===== src/rtl/acv_regs.svh =====
// Purpose: timing counts, field positions and reset values of the converter bus control
// Assumes: 100 MHz mclk_i, 4-channel multiplexer, 5-bit multiplexer address latch
// Notes: cycle counts assume the 100 MHz clock
// Operation
// multiplexer mode and channel come from the bus-loaded address latch
// address inputs share low five data lines, taken while read strobe high
// host starts a conversion with chip select and load strobe
// completion flag stays low until the earlier result is read
// load strobe falling edge returns completion flag high, readies conversion
// load strobe rising edge with read high captures address, starts conversion
// read low through whole load pulse keeps setting, drives previous result
// at conversion end result moves to output latch, completion flag low
// conversion lasts no more than forty microseconds
// chip select and read low raise completion flag and drive result
// read strobe rising releases the data bus
// negative input at or above positive input gives all-zero code
// single-ended references ground, pseudo-differential references fourth channel
// host keeps chip select low for the whole load strobe pulse
`ifndef ACV_REGS_SVH
`define ACV_REGS_SVH

`define ACV_CLK_PERIOD_NS 10
`define ACV_CONV_TIME_NS 40000
`define ACV_CONV_CYC (`ACV_CONV_TIME_NS / `ACV_CLK_PERIOD_NS)
`define ACV_SAR_BITS 8
`define ACV_STEP_CYC (`ACV_CONV_CYC / `ACV_SAR_BITS)

`define ACV_CFG_W 5
`define ACV_MODE_MSB 3
`define ACV_MODE_LSB 2
`define ACV_PAIR_BIT 1
`define ACV_SWAP_BIT 0

`define ACV_CFG_RST 5'h00
`define ACV_RESULT_RST 8'h00
`define ACV_DONE_N_RST 1'b1

`endif


===== src/rtl/acv_pkg.sv =====
// Purpose: types shared by the converter bus control
// Assumes: four 8-bit channel samples
// Notes: one-hot state codes
package acv_pkg;

  typedef struct packed {
    logic cs_b;
    logic wr_b;
    logic rd_b;
  } acv_host_s;

  typedef logic [3:0][7:0] acv_chan_t;
  typedef logic [4:0] acv_cfg_t;

  typedef enum logic [1:0] {
    CTL_IDLE = 2'h1,
    CTL_WRLOW = 2'h2
  } acv_ctl_e;

  typedef enum logic [1:0] {
    SAR_IDLE = 2'h1,
    SAR_RUN = 2'h2
  } acv_sar_e;

endpackage


===== src/rtl/acv_mux.sv =====
// Purpose: multiplexer decode and differential input selection
// Assumes: channel samples are unsigned codes, ground reads as zero
// Notes: combinational only
`timescale 1ns/1ns
`default_nettype none
`include "acv_regs.svh"
module acv_mux (
  input wire acv_pkg::acv_cfg_t cfg_i,
  input wire acv_pkg::acv_chan_t ch_i,
  output logic [7:0] pos_o,
  output logic [7:0] neg_o,
  output logic [7:0] diff_o
);
  import acv_pkg::*;

  logic [1:0] mode;
  logic [1:0] base;

  always_comb begin
    mode = cfg_i[`ACV_MODE_MSB:`ACV_MODE_LSB];
    base = {cfg_i[`ACV_PAIR_BIT], 1'b0};
    // reference per mode
    case (mode)
      2'h1: begin
        pos_o = ch_i[cfg_i[1:0]];
        neg_o = 8'h00;
      end
      2'h3: begin
        pos_o = ch_i[cfg_i[1:0]];
        neg_o = ch_i[3];
      end
      default: begin
        pos_o = ch_i[base | {1'b0, cfg_i[`ACV_SWAP_BIT]}];
        neg_o = ch_i[base | {1'b0, ~cfg_i[`ACV_SWAP_BIT]}];
      end
    endcase
    // clamp to zero
    diff_o = (pos_o > neg_o) ? pos_o - neg_o : 8'h00;
  end

endmodule
`default_nettype wire


===== src/rtl/acv_sar.sv =====
// Purpose: successive approximation sequencer, one bit per step
// Assumes: input difference held steady during a conversion
// Notes: start restarts a running conversion
`timescale 1ns/1ns
`default_nettype none
`include "acv_regs.svh"
module acv_sar (
  input wire logic mclk_i,
  input wire logic rst_b_i,
  input wire logic clk_en_i,
  input wire logic start_i,
  input wire logic [7:0] diff_i,
  output logic busy_o,
  output logic done_o,
  output logic [7:0] code_o
);
  import acv_pkg::*;

  localparam logic [8:0] STEP_LAST = 9'(`ACV_STEP_CYC - 1);

  acv_sar_e state_q, state_d;
  logic [7:0] code_q, code_d, trial;
  logic [2:0] bit_q, bit_d;
  logic [8:0] cnt_q, cnt_d;

  // eight timed steps
  always_comb begin
    state_d = state_q;
    code_d = code_q;
    bit_d = bit_q;
    cnt_d = cnt_q;
    done_o = 1'b0;
    trial = code_q | (8'h01 << bit_q);
    if (start_i) begin
      state_d = SAR_RUN;
      code_d = 8'h00;
      bit_d = 3'h7;
      cnt_d = 9'h000;
    end else begin
      case (state_q)
        SAR_RUN: begin
          if (cnt_q == STEP_LAST) begin
            cnt_d = 9'h000;
            if (trial <= diff_i) begin
              code_d = trial;
            end
            if (bit_q == 3'h0) begin
              state_d = SAR_IDLE;
              done_o = 1'b1;
            end else begin
              bit_d = bit_q - 3'h1;
            end
          end else begin
            cnt_d = cnt_q + 9'h001;
          end
        end
        default: begin
          state_d = SAR_IDLE;
        end
      endcase
    end
    busy_o = (state_q == SAR_RUN);
    code_o = code_d;
  end

  always_ff @(posedge mclk_i or negedge rst_b_i) begin
    if (!rst_b_i) begin
      state_q <= SAR_IDLE;
      code_q <= 8'h00;
      bit_q <= 3'h7;
      cnt_q <= 9'h000;
    end else if (clk_en_i) begin
      state_q <= state_d;
      code_q <= code_d;
      bit_q <= bit_d;
      cnt_q <= cnt_d;
    end
  end

endmodule
`default_nettype wire


===== src/rtl/acv_ctrl.sv =====
// Purpose: bus-side control of an 8-bit converter with input multiplexer
// Assumes: host strobes synchronous to mclk_i, channel samples supplied as codes
// Notes: bus pins split into input, output and output enable
`timescale 1ns/1ns
`default_nettype none
`include "acv_regs.svh"
module acv_ctrl (
  input wire logic mclk_i,
  input wire logic rst_b_i,
  input wire logic clk_en_i,
  input wire acv_pkg::acv_host_s host_i,
  input wire logic [7:0] result_bus_i,
  output logic [7:0] result_bus_o,
  output logic result_bus_oe_o,
  output logic conversion_done_n_o,
  input wire acv_pkg::acv_chan_t ch_sample_i,
  output acv_pkg::acv_cfg_t mux_cfg_o,
  output logic converting_o
);
  import acv_pkg::*;

  // ==========================================================
  // strobe decode
  // ==========================================================
  acv_ctl_e ctl_q, ctl_d;
  logic wr_prev_q, wr_prev_d;
  logic wr_fall, wr_rise, read_active;
  logic [4:0] mux_select_inputs;

  // low lines carry the address
  assign mux_select_inputs = result_bus_i[4:0];
  assign wr_fall = wr_prev_q && !host_i.wr_b && !host_i.cs_b;
  // chip select low at both edges
  assign wr_rise = (ctl_q == CTL_WRLOW) && host_i.wr_b && !host_i.cs_b;
  assign read_active = !host_i.cs_b && !host_i.rd_b;

  // start via select and load strobe
  always_comb begin
    ctl_d = ctl_q;
    wr_prev_d = host_i.wr_b;
    case (ctl_q)
      CTL_WRLOW: begin
        if (host_i.wr_b) begin
          ctl_d = CTL_IDLE;
        end
      end
      default: begin
        if (wr_fall) begin
          ctl_d = CTL_WRLOW;
        end
      end
    endcase
  end

  always_ff @(posedge mclk_i or negedge rst_b_i) begin
    if (!rst_b_i) begin
      ctl_q <= CTL_IDLE;
      wr_prev_q <= 1'b1;
    end else if (clk_en_i) begin
      ctl_q <= ctl_d;
      wr_prev_q <= wr_prev_d;
    end
  end

  // ==========================================================
  // multiplexer address latch
  // ==========================================================
  acv_cfg_t cfg_q, cfg_d;

  always_comb begin
    cfg_d = cfg_q;
    // capture on rise with read high
    if (wr_rise && host_i.rd_b) begin
      cfg_d = mux_select_inputs;
    end
    // read low keeps the old setting
  end

  always_ff @(posedge mclk_i or negedge rst_b_i) begin
    if (!rst_b_i) begin
      cfg_q <= `ACV_CFG_RST;
    end else if (clk_en_i) begin
      cfg_q <= cfg_d;
    end
  end

  assign mux_cfg_o = cfg_q;

  // ==========================================================
  // input selection and conversion
  // ==========================================================
  logic [7:0] mux_pos, mux_neg, mux_diff;
  logic sar_busy, sar_done, sar_start;
  logic [7:0] sar_code;

  // selection follows the latch
  acv_mux u_mux (
    .cfg_i(cfg_q),
    .ch_i(ch_sample_i),
    .pos_o(mux_pos),
    .neg_o(mux_neg),
    .diff_o(mux_diff)
  );

  assign sar_start = wr_rise;

  acv_sar u_sar (
    .mclk_i(mclk_i),
    .rst_b_i(rst_b_i),
    .clk_en_i(clk_en_i),
    .start_i(sar_start),
    .diff_i(mux_diff),
    .busy_o(sar_busy),
    .done_o(sar_done),
    .code_o(sar_code)
  );

  assign converting_o = sar_busy;

  // ==========================================================
  // output latch and completion flag
  // ==========================================================
  logic [7:0] result_q, result_d;
  logic done_n_q, done_n_d;

  always_comb begin
    result_d = result_q;
    done_n_d = done_n_q;
    // falling load strobe raises flag
    // read raises flag
    if (wr_fall || read_active) begin
      done_n_d = 1'b1;
    end
    // completion wins over a clear
    if (sar_done) begin
      result_d = sar_code;
      done_n_d = 1'b0;
    end
  end

  always_ff @(posedge mclk_i or negedge rst_b_i) begin
    if (!rst_b_i) begin
      result_q <= `ACV_RESULT_RST;
      done_n_q <= `ACV_DONE_N_RST;
    end else if (clk_en_i) begin
      result_q <= result_d;
      done_n_q <= done_n_d;
    end
  end

  // flag held by its register
  assign conversion_done_n_o = done_n_q;
  assign result_bus_o = result_q;
  // drive only while read low
  assign result_bus_oe_o = read_active;

  // ==========================================================
  // checks
  // ==========================================================
  logic [12:0] conv_cnt_q;

  always_ff @(posedge mclk_i or negedge rst_b_i) begin
    if (!rst_b_i) begin
      conv_cnt_q <= 13'h0000;
    end else if (clk_en_i) begin
      if (sar_start) begin
        conv_cnt_q <= 13'h0001;
      // stops at completion so the bound also holds once idle
      end else if (sar_busy && !sar_done) begin
        conv_cnt_q <= conv_cnt_q + 13'h0001;
      end
    end
  end

  // conversion time bound
  conv_time_bound_a:
    assert property (@(posedge mclk_i) disable iff (!rst_b_i)
      conv_cnt_q <= 13'(`ACV_CONV_CYC))
    else $error("conversion ran past its time limit");

  // result and flag at completion
  done_flag_low_a:
    assert property (@(posedge mclk_i) disable iff (!rst_b_i)
      sar_done && clk_en_i |=> !conversion_done_n_o && result_bus_o == $past(sar_code))
    else $error("completion did not load result and lower flag");

  // falling load strobe
  wr_fall_clear_a:
    assert property (@(posedge mclk_i) disable iff (!rst_b_i)
      wr_fall && !sar_done && clk_en_i |=> conversion_done_n_o && converting_o == $past(sar_busy))
    else $error("load strobe fall did not raise flag");

  // read raises flag and drives
  read_clear_a:
    assert property (@(posedge mclk_i) disable iff (!rst_b_i)
      read_active && !sar_done && clk_en_i |-> result_bus_oe_o ##1 conversion_done_n_o)
    else $error("read did not raise flag or drive bus");

  // bus released after read
  bus_release_a:
    assert property (@(posedge mclk_i) disable iff (!rst_b_i)
      $rose(host_i.rd_b) |-> !result_bus_oe_o)
    else $error("bus still driven after read strobe rose");

  // capture of the address
  addr_capture_a:
    assert property (@(posedge mclk_i) disable iff (!rst_b_i)
      wr_rise && host_i.rd_b && clk_en_i |=>
        mux_cfg_o == $past(result_bus_i[4:0]) && converting_o)
    else $error("address not captured or conversion not started");

  // retained setting
  addr_retain_a:
    assert property (@(posedge mclk_i) disable iff (!rst_b_i)
      wr_rise && !host_i.rd_b && clk_en_i |=> $stable(mux_cfg_o))
    else $error("multiplexer setting changed on a read-held load");

  // flag held until read
  flag_hold_a:
    assert property (@(posedge mclk_i) disable iff (!rst_b_i)
      !conversion_done_n_o && !wr_fall && !read_active |=> !conversion_done_n_o)
    else $error("completion flag rose without a read");

  // all-zero code
  zero_code_a:
    assert property (@(posedge mclk_i) disable iff (!rst_b_i)
      mux_neg >= mux_pos |-> mux_diff == 8'h00)
    else $error("nonzero difference with negative input at or above positive");

  // reference per mode
  mode_ref_a:
    assert property (@(posedge mclk_i) disable iff (!rst_b_i)
      (cfg_q[3:2] == 2'h1 |-> mux_neg == 8'h00) and
      (cfg_q[3:2] == 2'h3 |-> mux_neg == ch_sample_i[3]))
    else $error("wrong reference input for the selected mode");

  // latch steers selection
  mux_follow_a:
    assert property (@(posedge mclk_i) disable iff (!rst_b_i)
      cfg_q[3:2] == 2'h1 |-> mux_pos == ch_sample_i[cfg_q[1:0]])
    else $error("selected channel does not follow the address latch");

  // address lines ignored while read low
  addr_ignore_a:
    assert property (@(posedge mclk_i) disable iff (!rst_b_i)
      !host_i.rd_b && clk_en_i |=> mux_cfg_o == $past(mux_cfg_o))
    else $error("address latch loaded while read strobe low");

  // completion at the bound
  done_time_exact_a:
    assert property (@(posedge mclk_i) disable iff (!rst_b_i)
      sar_done |-> conv_cnt_q == 13'(`ACV_CONV_CYC))
    else $error("completion not at the conversion time");

  // busy until completion
  busy_hold_a:
    assert property (@(posedge mclk_i) disable iff (!rst_b_i)
      converting_o && !sar_done && clk_en_i |=> converting_o)
    else $error("conversion stopped before completion");

  // idle after completion
  busy_end_a:
    assert property (@(posedge mclk_i) disable iff (!rst_b_i)
      sar_done && clk_en_i |=> !converting_o)
    else $error("conversion still running after completion");

  // result only at completion
  result_stable_a:
    assert property (@(posedge mclk_i) disable iff (!rst_b_i)
      !sar_done |=> $stable(result_bus_o))
    else $error("result changed without a completion");

  // flag rises on a clear only
  flag_rise_cause_a:
    assert property (@(posedge mclk_i) disable iff (!rst_b_i)
      $rose(conversion_done_n_o) |-> $past(wr_fall || read_active))
    else $error("completion flag rose without a load or read");

  // frozen while disabled
  freeze_hold_a:
    assert property (@(posedge mclk_i) disable iff (!rst_b_i)
      !clk_en_i |=> $stable(conversion_done_n_o) && $stable(result_bus_o) &&
        $stable(mux_cfg_o) && $stable(converting_o))
    else $error("state moved while the clock enable was low");

  // latch loads on capture only
  cfg_change_cause_a:
    assert property (@(posedge mclk_i) disable iff (!rst_b_i)
      !(wr_rise && host_i.rd_b) |=> $stable(mux_cfg_o))
    else $error("address latch changed without a capture");

  // retained load still starts
  start_retain_a:
    assert property (@(posedge mclk_i) disable iff (!rst_b_i)
      wr_rise && !host_i.rd_b && clk_en_i |=> converting_o)
    else $error("read-held load did not start a conversion");

  // strobe state one-hot
  ctl_onehot_a:
    assert property (@(posedge mclk_i) disable iff (!rst_b_i)
      $onehot(ctl_q))
    else $error("strobe decode state not one-hot");

endmodule
`default_nettype wire


===== config.mk =====
export PLATFORM = sky130hd
export DESIGN_NAME = acv_ctrl
export DESIGN_NICKNAME = d
export VERILOG_FILES = /design/src/rtl/acv_pkg.sv /design/src/rtl/acv_mux.sv /design/src/rtl/acv_sar.sv /design/src/rtl/acv_ctrl.sv
export VERILOG_INCLUDE_DIRS = /design/src /design/src/rtl
export SDC_FILE = /design/constraint.sdc
export NUM_CORES = 1
export LEC_CHECK = 0
export BUFFER_PORTS_ARGS = -buffer_cell sky130_fd_sc_hd__buf_2
export CAP_MARGIN = 20
export CORE_UTILIZATION = 55
export CTS_BUF_LIST = sky130_fd_sc_hd__clkbuf_2
export DETAILED_ROUTE_END_ITERATION = 8
export PLACE_DENSITY = 0.86
export REMOVE_ABC_BUFFERS = 1
export SLEW_MARGIN = 10
export SYNTH_ARGS = -nofsm -noshare
export SYNTH_HDL_FRONTEND = slang
export SYNTH_SLANG_ARGS = --single-unit

===== constraint.sdc =====
create_clock -name mclk_i -period 5.5 [get_ports mclk_i]
set_input_delay 0 -clock mclk_i [delete_from_list [all_inputs] [get_ports mclk_i]]
set_output_delay 0 -clock mclk_i [all_outputs]
set_load 0.02 [all_outputs]

==> results.ini, run 1 <==
[outcome]
status=complete, no violations

[sta]
finalWorstSetupSlack_ps=548
finalSetupTns_ps=0
skew_ps=15.1
hold_viol=0
setup-violations-final=0
max_freq_mhz=202
period_share_pct=90.0
slew_headroom_pct=38.5
grt_setup_unrepaired=false
tightest_slew_ps=923
min_period_ps=4950
slew_viol_final=0
whs_ps=210

[detailed_routing]
drc=0
vias=2632
vias_per_cell=5.68
drt_iter0_drc=138
wire_per_inst_um=13.3
drtPass1Iterations=4
ant_nets=0
finalWirelength_um=6160

[die]
die_x_um=75.2
num_rows=26
core_sq_um=5140
chipHeight_um=75.2
pin_count=62
start_util_pct=57.4
die_area_sq_um=5660

[final_layout]
fillers=432
diodes=0
finish.utilization_pct=67.3
drive_above_1_share_pct=26.5
final_cells=463
area_growth_syn_to_layout_pct=17.4
nets=461
fin_area_sq_um=3460

[setup_path]
crit_buf_inv=1
reg2reg_from=mux_cfg_o[1]
crit_top_cell=o21ai_0
critPathRequiredTime_ps=5850
arrival_ps=5310
ff2ff_path_depth=18
crit_chain=mux2i_1 > nor2_1 > a21oi_1 > o21ai_0 > ha_1 > inv_1 > fa_1 > a211oi_1 > o21ai_0 > a21oi_1 > o21ai_0 > nand2_1 > ha_1 > and3_4 > a221oi_2 > a211oi_2 > nor4_1 > a22o_1
end_kind=register
slowest_delay_ps=890
crit_slowest_cell=dfrtp_1
cp_max_fo=18
path_class=register to register
cp-start-kind=register
rr_endpoint=u_sar.code_q[1]
rrSetupSlack_ps=550
crit_family=compound AO/OA/AOI/OAI gates

[power]
intPower_mw=1.09
combinationalPowerShare_pct=69.4
switching_share_pct=47.2
power_leakage_nw=1.72
power_mw=2.07
ir_worst_vdd_v=0.000374
p_per_area_nw_per_um2=599
pwr-share-seq_pct=22.0
switching_power_mw=0.980
pwr-share-clk_pct=8.5

[clocking]
worstSkewPairLatency_ps=390
cts_hold_buffers=11
root_buffer=clkbuf_2
ctsResizeCount=0
clock_sinks=39
cts_tree=built
postCtsSetupBuffers=0
clock_path_buffers=2
clkSlewWorstSetupHoldPaths_ps=220
htreeDepth=2
cts_buffers=5

[placed_design]
dp_hpwl_um=4730
placed_area_sq_um=3280
port_buffers=58
dpl.cell_count=444
pre_cts_ws_ps=583
gp_congestion=0.846

[global_route]
gr-total-overflow=0
grt_max_degree=40
grt_usage_pct=23.7
grt_antenna_before_repair=0
grt_pass1_vias=2394
grt_pass1_wl_um=10400

[synthesis]
synthCells=327
synth_edf_count=0
synthSimpleGateAreaFrac_pct=20.0
synth-seq-area-share_pct=33.4
syn_area_sq_um=2950
synth_top_area_share_pct=27.2
synthMuxAreaShare_pct=10.6
synth_fa_ha_area_share_pct=10.0
synth_compound_area_share_pct=20.2
synth_top_family_by_area=compound AO/OA/AOI/OAI gates
ys_warn_count=0
synthFlopType=dfrtp_1
synth_xor_area_share_pct=2.67
yosysTopAreaCell=dfrtp_1
ys_types=54
ys_async_sr_fraction_pct=100
ys_ff_latch=39
synth_area_leaders=dfrtp_1, ha_1, mux2_2, a21oi_1, dfstp_2
avgSynthCellArea_sq_um=9.01

[worst_hold_path]
min_path_type=input pin to asynchronous set/reset pin

[job]
maxCapViolCount=0

[area by class of cell]
class	count	area [sq um]	share of cell area [%]
clock buffers	5	25.0	0.723
inverters	13	48.8	1.41
repair buffers	69	400	11.6
well taps	70	87.6	2.53
clock inverters	3	43.8	1.27
flip-flops and latches	39	985	28.5
multi-input cells	264	1870	54.0
[registers in the layout (all words and copies together) (netlist names)]
signal               count
u_sar.cnt_q              9
conversion_done_n_o      1
u_sar.state_q            2
u_sar.code_q             8
ctl_q                    2
wr_prev_q                1
result_bus_o             8
mux_cfg_o                5
u_sar.bit_q              3
[cell families after synthesis]
kind of cell,after synthesis
muxes,29
and+or+nand+nor,110
DFF,39
AOI/OAI and AO/OA,93
xor gates and xnor gates,9
adders and majority gates,23
buffers and inverters,24
[layer usage]
layer  GRT usage, %  vias up  wire, um
met1           30.5     1208      2850
li1               -     1321         -
met4           5.14        0        52
met5              0        -         0
met3           4.95        6       304
met2           41.2       97      2960
[Yosys cell counts (all sizes together) (4+ instances only)]
library cell  number
nand2             20
nor2b              4
a21oi             37
nand4              5
inv               13
o21ai             18
nand3             11
ha                22
clkbuf             9
a21o              14
xnor2              6
mux2i             12
dfstp              7
and3               4
dfrtp             32
nor2              43
nor3               5
mux2              17
a22o               8
[power by group through the flow]
| stage | Clock [mW] | Sequential (mW) | Combinational, mW |
|---|---|---|---|
| 3_5_place_dp | 0 | 0.459 | 1.43 |
| 3_3_place_gp | 0 | 0.453 | 1.37 |
| 2_1_floorplan | 0 | 0.456 | 1.14 |
| 5_1_grt | 0.190 | 0.472 | 1.62 |
| 6_report | 0.177 | 0.457 | 1.44 |
| 4_1_cts | 0.178 | 0.454 | 1.44 |
[worst reg2reg max path, cell delays in order (launching register included)]
cell and delay, ps:
dfrtp_1 890, mux2i_1 210, nor2_1 120, a21oi_1 60, o21ai_0 200, ha_1 190, inv_1 60, fa_1 410
a211oi_1 330, o21ai_0 180, a21oi_1 240, o21ai_0 250, nand2_1 130, ha_1 260, and3_4 200, a221oi_2 290
a211oi_2 150, nor4_1 540, a22o_1 220
[how the worst max path moves through the flow]
stage          cells after the start    startpoint              end
2_1_floorplan                     16  mux_cfg_o[1]  result_bus_o[1]
3_3_place_gp                      16  mux_cfg_o[1]  result_bus_o[3]
3_5_place_dp                      16  mux_cfg_o[1]  u_sar.code_q[1]
4_1_cts                           18  mux_cfg_o[1]  u_sar.code_q[1]
5_1_grt                           18  mux_cfg_o[1]  u_sar.code_q[1]
6_report                          18  mux_cfg_o[1]  u_sar.code_q[1]
[cells in the final DEF (no fill, tap or decap), types with 2 or more instances in the layout]
master | Yosys | layout
xnor2_1 | 6 | 6
clkbuf_2 | 0 | 5
ha_1 | 22 | 22
and2_1 | 3 | 3
nand2_1 | 20 | 20
nand4_1 | 5 | 5
a22o_1 | 8 | 8
o21ai_1 | 4 | 4
inv_1 | 13 | 13
a21o_1 | 14 | 14
and3_1 | 2 | 2
mux2i_1 | 12 | 12
dfrtp_1 | 32 | 32
a211oi_1 | 2 | 2
a31oi_1 | 2 | 2
a21oi_1 | 37 | 37
xor2_1 | 3 | 3
nor2_1 | 43 | 43
nand3_1 | 10 | 10
nor3_1 | 4 | 4
o21ai_0 | 14 | 14
nor2b_1 | 4 | 4
dfstp_2 | 7 | 7
nand2b_1 | 3 | 3
dlygate4sd3_1 | 0 | 11
buf_2 | 2 | 58
mux2_2 | 17 | 17
o21a_1 | 2 | 2
Note: power is estimated with default switching activity, not from simulation.
==> run 2, diff against run 1 <==
--- a/config.mk
+++ b/config.mk
@@ -8,9 +8,12 @@
 export LEC_CHECK = 0
 export BUFFER_PORTS_ARGS = -buffer_cell sky130_fd_sc_hd__buf_2
 export CAP_MARGIN = 20
+export CORE_MARGIN = 10
 export CORE_UTILIZATION = 55
 export CTS_BUF_LIST = sky130_fd_sc_hd__clkbuf_2
 export DETAILED_ROUTE_END_ITERATION = 8
+export GPL_ROUTABILITY_DRIVEN = 0
+export HOLD_SLACK_MARGIN = 0.06
 export PLACE_DENSITY = 0.86
 export REMOVE_ABC_BUFFERS = 1
 export SLEW_MARGIN = 10
==> results.ini, run 2 (synthesis gave the netlist of run 1 again) <==
[die]
core_sq_um=5140  ; unchanged
num_rows=26  ; unchanged
die_x_um=93.2  ; +24%
start_util_pct=57.4  ; unchanged
die_area_sq_um=8690  ; +54%
chipHeight_um=93.2  ; +24%
pin_count=62  ; unchanged

[setup_path]
crit_chain=mux2i_1 > nor2_1 > a21oi_1 > o21ai_0 > ha_1 > inv_1 > fa_1 > a211oi_1 > o21ai_0 > a21oi_1 > o21ai_0 > nand2_1 > ha_1 > and3_4 > a221oi_2 > a211oi_2 > nor4_1 > a22o_1
crit_top_cell=o21ai_0
end_kind=register
critPathRequiredTime_ps=5860  ; about the same
slowest_delay_ps=890  ; about the same
cp-start-kind=register
cp_max_fo=18  ; unchanged
path_class=register to register
arrival_ps=5300  ; about the same
crit_slowest_cell=dfrtp_1

[power]
power_leakage_nw=1.71  ; -0.59%
p_per_area_nw_per_um2=599  ; about the same
ir_worst_vdd_v=0.000413  ; +10%
power_mw=2.06  ; -0.53%

[global_route]
grt_max_degree=40  ; unchanged
use_met3_pct=5.28  ; +0.32 points
grt_usage_pct=16.3  ; -7.4 points
busiest_layer=met2
use_met1_pct=19.2  ; -11 points
grt_pass1_vias=2703  ; +13%
grt_antenna_before_repair=0  ; unchanged
gr-total-overflow=0  ; unchanged
met2_usage_pct=27.6  ; -14 points
grt_pass1_wl_um=12000  ; +16%

[detailed_routing]
ant_nets=0  ; unchanged
finalWirelength_um=6910  ; +12%
drc=0  ; unchanged
vias=2644  ; +0.46%
drt_iter0_drc=129  ; -6.5%
vias_per_cell=5.70  ; +0.24%
wire_per_inst_um=14.9  ; +12%
drtPass1Iterations=4  ; unchanged

[clocking]
cts_hold_buffers=12  ; +1
worstSkewPairLatency_ps=410  ; +20 ps
root_buffer=clkbuf_2
clock_sinks=39  ; unchanged
ctsResizeCount=0  ; unchanged
clock_path_buffers=2  ; unchanged
cts_buffers=5  ; unchanged
htreeDepth=2  ; unchanged
clkSlewWorstSetupHoldPaths_ps=210  ; about the same
cts_tree=built
postCtsSetupBuffers=0  ; unchanged

[final_layout]
regMostFlops=u_sar.cnt_q
nets=462  ; +0.22%
multi_input_area_sq_um=1870  ; unchanged
fillers=438  ; +1.4%
final_cell_mix=buf_2, nor2_1, a21oi_1, dfrtp_1, ha_1
drive_above_1_share_pct=26.4  ; -0.067 points
area_growth_syn_to_layout_pct=16.9
final_common_cell=buf_2
finish.utilization_pct=67.0  ; -0.32 points
diodes=0  ; unchanged
register_area_sq_um=985  ; unchanged
largest_reg_flops=9  ; unchanged

[sta]
setup-violations-final=0  ; unchanged
finalWorstSetupSlack_ps=564  ; +16.5 ps
skew_ps=20.4  ; +5.28 ps
slew_viol_final=0  ; unchanged
hold_viol=0  ; unchanged
grt_setup_unrepaired=false
slew_headroom_pct=39.2  ; +0.72 points
tightest_slew_ps=912  ; -10.8 ps
period_share_pct=89.7  ; -0.30 points
max_freq_mhz=203  ; +0.33%
whs_ps=191  ; -18.6 ps
finalSetupTns_ps=0  ; unchanged
min_period_ps=4940  ; -16.5 ps

[worst_hold_path]
min_path_type=input pin to asynchronous set/reset pin

[placed_design]
port_buffers=58  ; unchanged
pre_cts_ws_ps=568  ; -15.7 ps
dp_hpwl_um=5350  ; +13%

[outcome]
status=complete, no violations

[job]
maxCapViolCount=0  ; unchanged

[run 2: worst max-delay path, delay by kind of cell (launching register included)]
family	cells	cell delay, ps
AO/OA/AOI/OAI	9	1900
multiplexers	1	210
buffers and inverters	1	50
adder cells (fa/ha/maj)	3	880
flip-flops	1	890
AND/OR/NAND/NOR	4	960
[run 2: final timing paths]
kind	start	end	slack (ps)	cells after the start
worst max-delay path	mux_cfg_o[1]	u_sar.code_q[2]	560	18
worst min register to register	result_bus_o[0]	result_bus_o[0]	520	2
worst max register to register	mux_cfg_o[1]	u_sar.code_q[2]	560	18
worst min-delay path	rst_b_i	mux_cfg_o[4]	190	2
max in group asynchronous	rst_b_i	mux_cfg_o[1]	4770	2
min in group mclk_i	result_bus_i[4]	mux_cfg_o[4]	340	3
[run 2: through the flow]
step | cells | cell area [sq um]
finish | 464 | 3440
global route | 464 | 3440
CTS | 464 | 3440
detailed placement | 444 | 3280
global placement | 444 | 3280
floorplan | 316 | 2900
[run 2: power breakdown]
part / internal (mW) / switching (mW)
clock network: 0.0323 / 0.0996
registers: 0.342 / 0.115
logic: 0.686 / 0.788
total: 1.06 / 1.00
[run 2: cell type report]
type / instances / area share (%)
multi-input cells: 264 / 54.3
flip-flops and latches: 39 / 28.6
repair buffers: 70 / 11.9
well taps: 70 / 2.54
inverters: 13 / 1.42
clock buffers: 6 / 0.872
clock inverters: 2 / 0.363
[run 2: metal layers]
metal	vias up	wire length, um
met3	13	497
met1	1232	3100
met5	-	0
met2	87	3220
li1	1312	-
met4	0	98
==> run 3, diff against run 2 <==
--- a/config.mk
+++ b/config.mk
@@ -10,12 +10,11 @@
 export CAP_MARGIN = 20
 export CORE_MARGIN = 10
 export CORE_UTILIZATION = 55
-export CTS_BUF_LIST = sky130_fd_sc_hd__clkbuf_2
+export CTS_BUF_LIST = sky130_fd_sc_hd__clkbuf_8 sky130_fd_sc_hd__clkbuf_16
 export DETAILED_ROUTE_END_ITERATION = 8
 export GPL_ROUTABILITY_DRIVEN = 0
 export HOLD_SLACK_MARGIN = 0.06
 export PLACE_DENSITY = 0.86
-export REMOVE_ABC_BUFFERS = 1
 export SLEW_MARGIN = 10
 export SYNTH_ARGS = -nofsm -noshare
 export SYNTH_HDL_FRONTEND = slang
==> results.ini, run 3 (synthesis gave the netlist of run 1 again) <==
[outcome]
status=complete, no violations

[clocking]
root_buffer=clkbuf_8
postCtsSetupBuffers=0  ; unchanged
clkSlewWorstSetupHoldPaths_ps=70  ; -140 ps
cts_tree=built
worstSkewPairLatency_ps=300  ; -110 ps
clock_path_buffers=2  ; unchanged
clock_sinks=39  ; unchanged
cts_buffers=5  ; unchanged
htreeDepth=2  ; unchanged

[synthesis]
synthesis.nets=396

[placed_design]
pre_cts_ws_ps=568  ; +0.607 ps
port_buffers=58  ; unchanged
dp_hpwl_um=5290  ; -1.2%

[die]
die_area_sq_um=8690  ; unchanged
chipHeight_um=93.2  ; unchanged
core_sq_um=5140  ; unchanged
pin_count=62  ; unchanged
start_util_pct=57.4  ; unchanged
die_x_um=93.2  ; unchanged
num_rows=26  ; unchanged

[global_route]
grt_pass1_vias=2474  ; -8.5%
grt_max_degree=40  ; unchanged
gr-total-overflow=0  ; unchanged
grt_antenna_before_repair=0  ; unchanged
grt_pass1_wl_um=11300  ; -6.2%
grt_usage_pct=15.3  ; -0.94 points

[setup_path]
slowest_delay_ps=940  ; +50 ps
path_class=register to register
critPathRequiredTime_ps=5720  ; -140 ps
crit_slowest_cell=dfrtp_1
startpoint=mux_cfg_o[0]
crit_top_cell=o21ai_0
reg2reg_from=mux_cfg_o[0]
cp-start-kind=register
rrSetupSlack_ps=690  ; +130 ps
end_kind=register
cp_max_fo=34  ; +16
ff2ff_path_depth=16  ; -2
rr_endpoint=result_bus_o[3]
endpoint=result_bus_o[3]
arrival_ps=5030  ; -270 ps
crit_chain=a21oi_1 > o21ai_0 > ha_1 > inv_1 > fa_1 > a211oi_1 > o21ai_0 > a21oi_1 > o21ai_0 > nand2_1 > ha_1 > and3_4 > a221oi_2 > a211oi_2 > or4_4 > o21ai_1

[job]
maxCapViolCount=0  ; unchanged

[sta]
period_share_pct=87.4  ; -2.4 points
finalSetupTns_ps=0  ; unchanged
finalWorstSetupSlack_ps=694  ; +129 ps
setup-violations-final=0  ; unchanged
min_period_ps=4810  ; -129 ps
max_freq_mhz=208  ; +2.7%
tightest_slew_ps=911  ; -0.494 ps
slew_viol_final=0  ; unchanged
grt_setup_unrepaired=false
slew_headroom_pct=39.3  ; about the same
skew_ps=6.71  ; -13.7 ps
hold_viol=0  ; unchanged

[detailed_routing]
wire_per_inst_um=15.0  ; +0.93%
finalWirelength_um=6930  ; +0.28%
ant_nets=0  ; unchanged
drtPass1Iterations=4  ; unchanged
vias=2630  ; -0.53%
vias_per_cell=5.70  ; +0.12%
drt_iter0_drc=167  ; +29%
drc=0  ; unchanged

[final_layout]
area_growth_syn_to_layout_pct=17.2
diodes=0  ; unchanged
register_area_sq_um=986  ; +0.13%
final_common_cell=buf_2
regMostFlops=u_sar.cnt_q
nets=459  ; -0.65%
drive_above_1_share_pct=26.3  ; -0.053 points
fillers=420  ; -4.1%
multi_input_area_sq_um=1870  ; unchanged
largest_reg_flops=9  ; unchanged
final_cell_mix=buf_2, nor2_1, a21oi_1, dfrtp_1, ha_1

[power]
ir_worst_vdd_v=0.000315  ; -24%
p_per_area_nw_per_um2=603  ; +0.68%
power_leakage_nw=1.72  ; +0.47%

[worst_hold_path]
min_path_type=input pin to register

[run 3: changes by cell type in the layout (fill, tap and decap cells not counted)]
| cell | delta |
|---|---|
| inv_1 | +2 |
| clkinvlp_4 | -1 |
| dfrtp_1 | -1 |
| dlygate4sd3_1 | -3 |
| clkbuf_2 | -6 |
| clkbuf_8 | +5 |
| dfrtp_2 | +1 |
[run 3: repair_timing]
action,CTS,global route
resized for setup,0,1
hold endpoints to repair,42,0
hold buffers,9,0
endpoints found under the setup margin,0,5
[run 3: critical path, delay by kind of cell (launching register included)]
| family | cells | cell delay [ps] |
|---|---|---|
| flops | 1 | 940 |
| buf+inv | 1 | 60 |
| compound gates | 9 | 1950 |
| simple gates | 3 | 900 |
| fa+ha+maj | 3 | 890 |
[run 3: final cells by class]
type / instances / share of cell area (%)
Timing Repair Buffer: 67 / 11.0
Clock inverter: 3 / 0.362
Inverter: 13 / 1.41
Multi-Input combinational cell: 264 / 54.1
Clock buffer: 5 / 1.99
Tap cell: 70 / 2.54
Sequential cell: 39 / 28.5
[run 3: worst min-delay path by stage]
stage / end / from / slack (ps) / depth (start not counted)
6_report: ctl_q[0] / host_i[2] / 140 / 5
3_3_place_gp: u_sar.cnt_q[4] / rst_b_i / 140 / 1
5_1_grt: ctl_q[0] / host_i[2] / 180 / 5
2_1_floorplan: ctl_q[1] / rst_b_i / -300 / 0
3_5_place_dp: u_sar.cnt_q[4] / rst_b_i / 160 / 1
4_1_cts: ctl_q[0] / host_i[2] / 130 / 5
[run 3: where the power goes]
| group | switching (mW) | internal [mW] | total [mW] |
|---|---|---|---|
| combinational | 0.769 | 0.678 | 1.45 |
| sequential | 0.111 | 0.343 | 0.454 |
| clock | 0.0967 | 0.0852 | 0.182 |
| total | 0.976 | 1.11 | 2.08 |
[run 3: layer usage]
metal  track usage, %  up-vias  wire (um)
met3             4.48        7        465
met5                0        -          0
met4             4.11        0         63
met1             18.8     1235       3280
met2             25.6       78       3120
li1                 -     1310          -
[run 3: metrics by stage]
step	cells	util, %	cell area, sq um	power (mW)	hold WS (ps)
final	461	67.2	3450	2.08	135
after global placement	444	63.9	3280	1.83	142
after global routing	461	67.2	3450	2.29	178
after floorplan	327	-	2950	1.61	-296
after CTS	461	67.2	3450	2.09	133
after detailed placement	444	63.9	3280	1.88	156
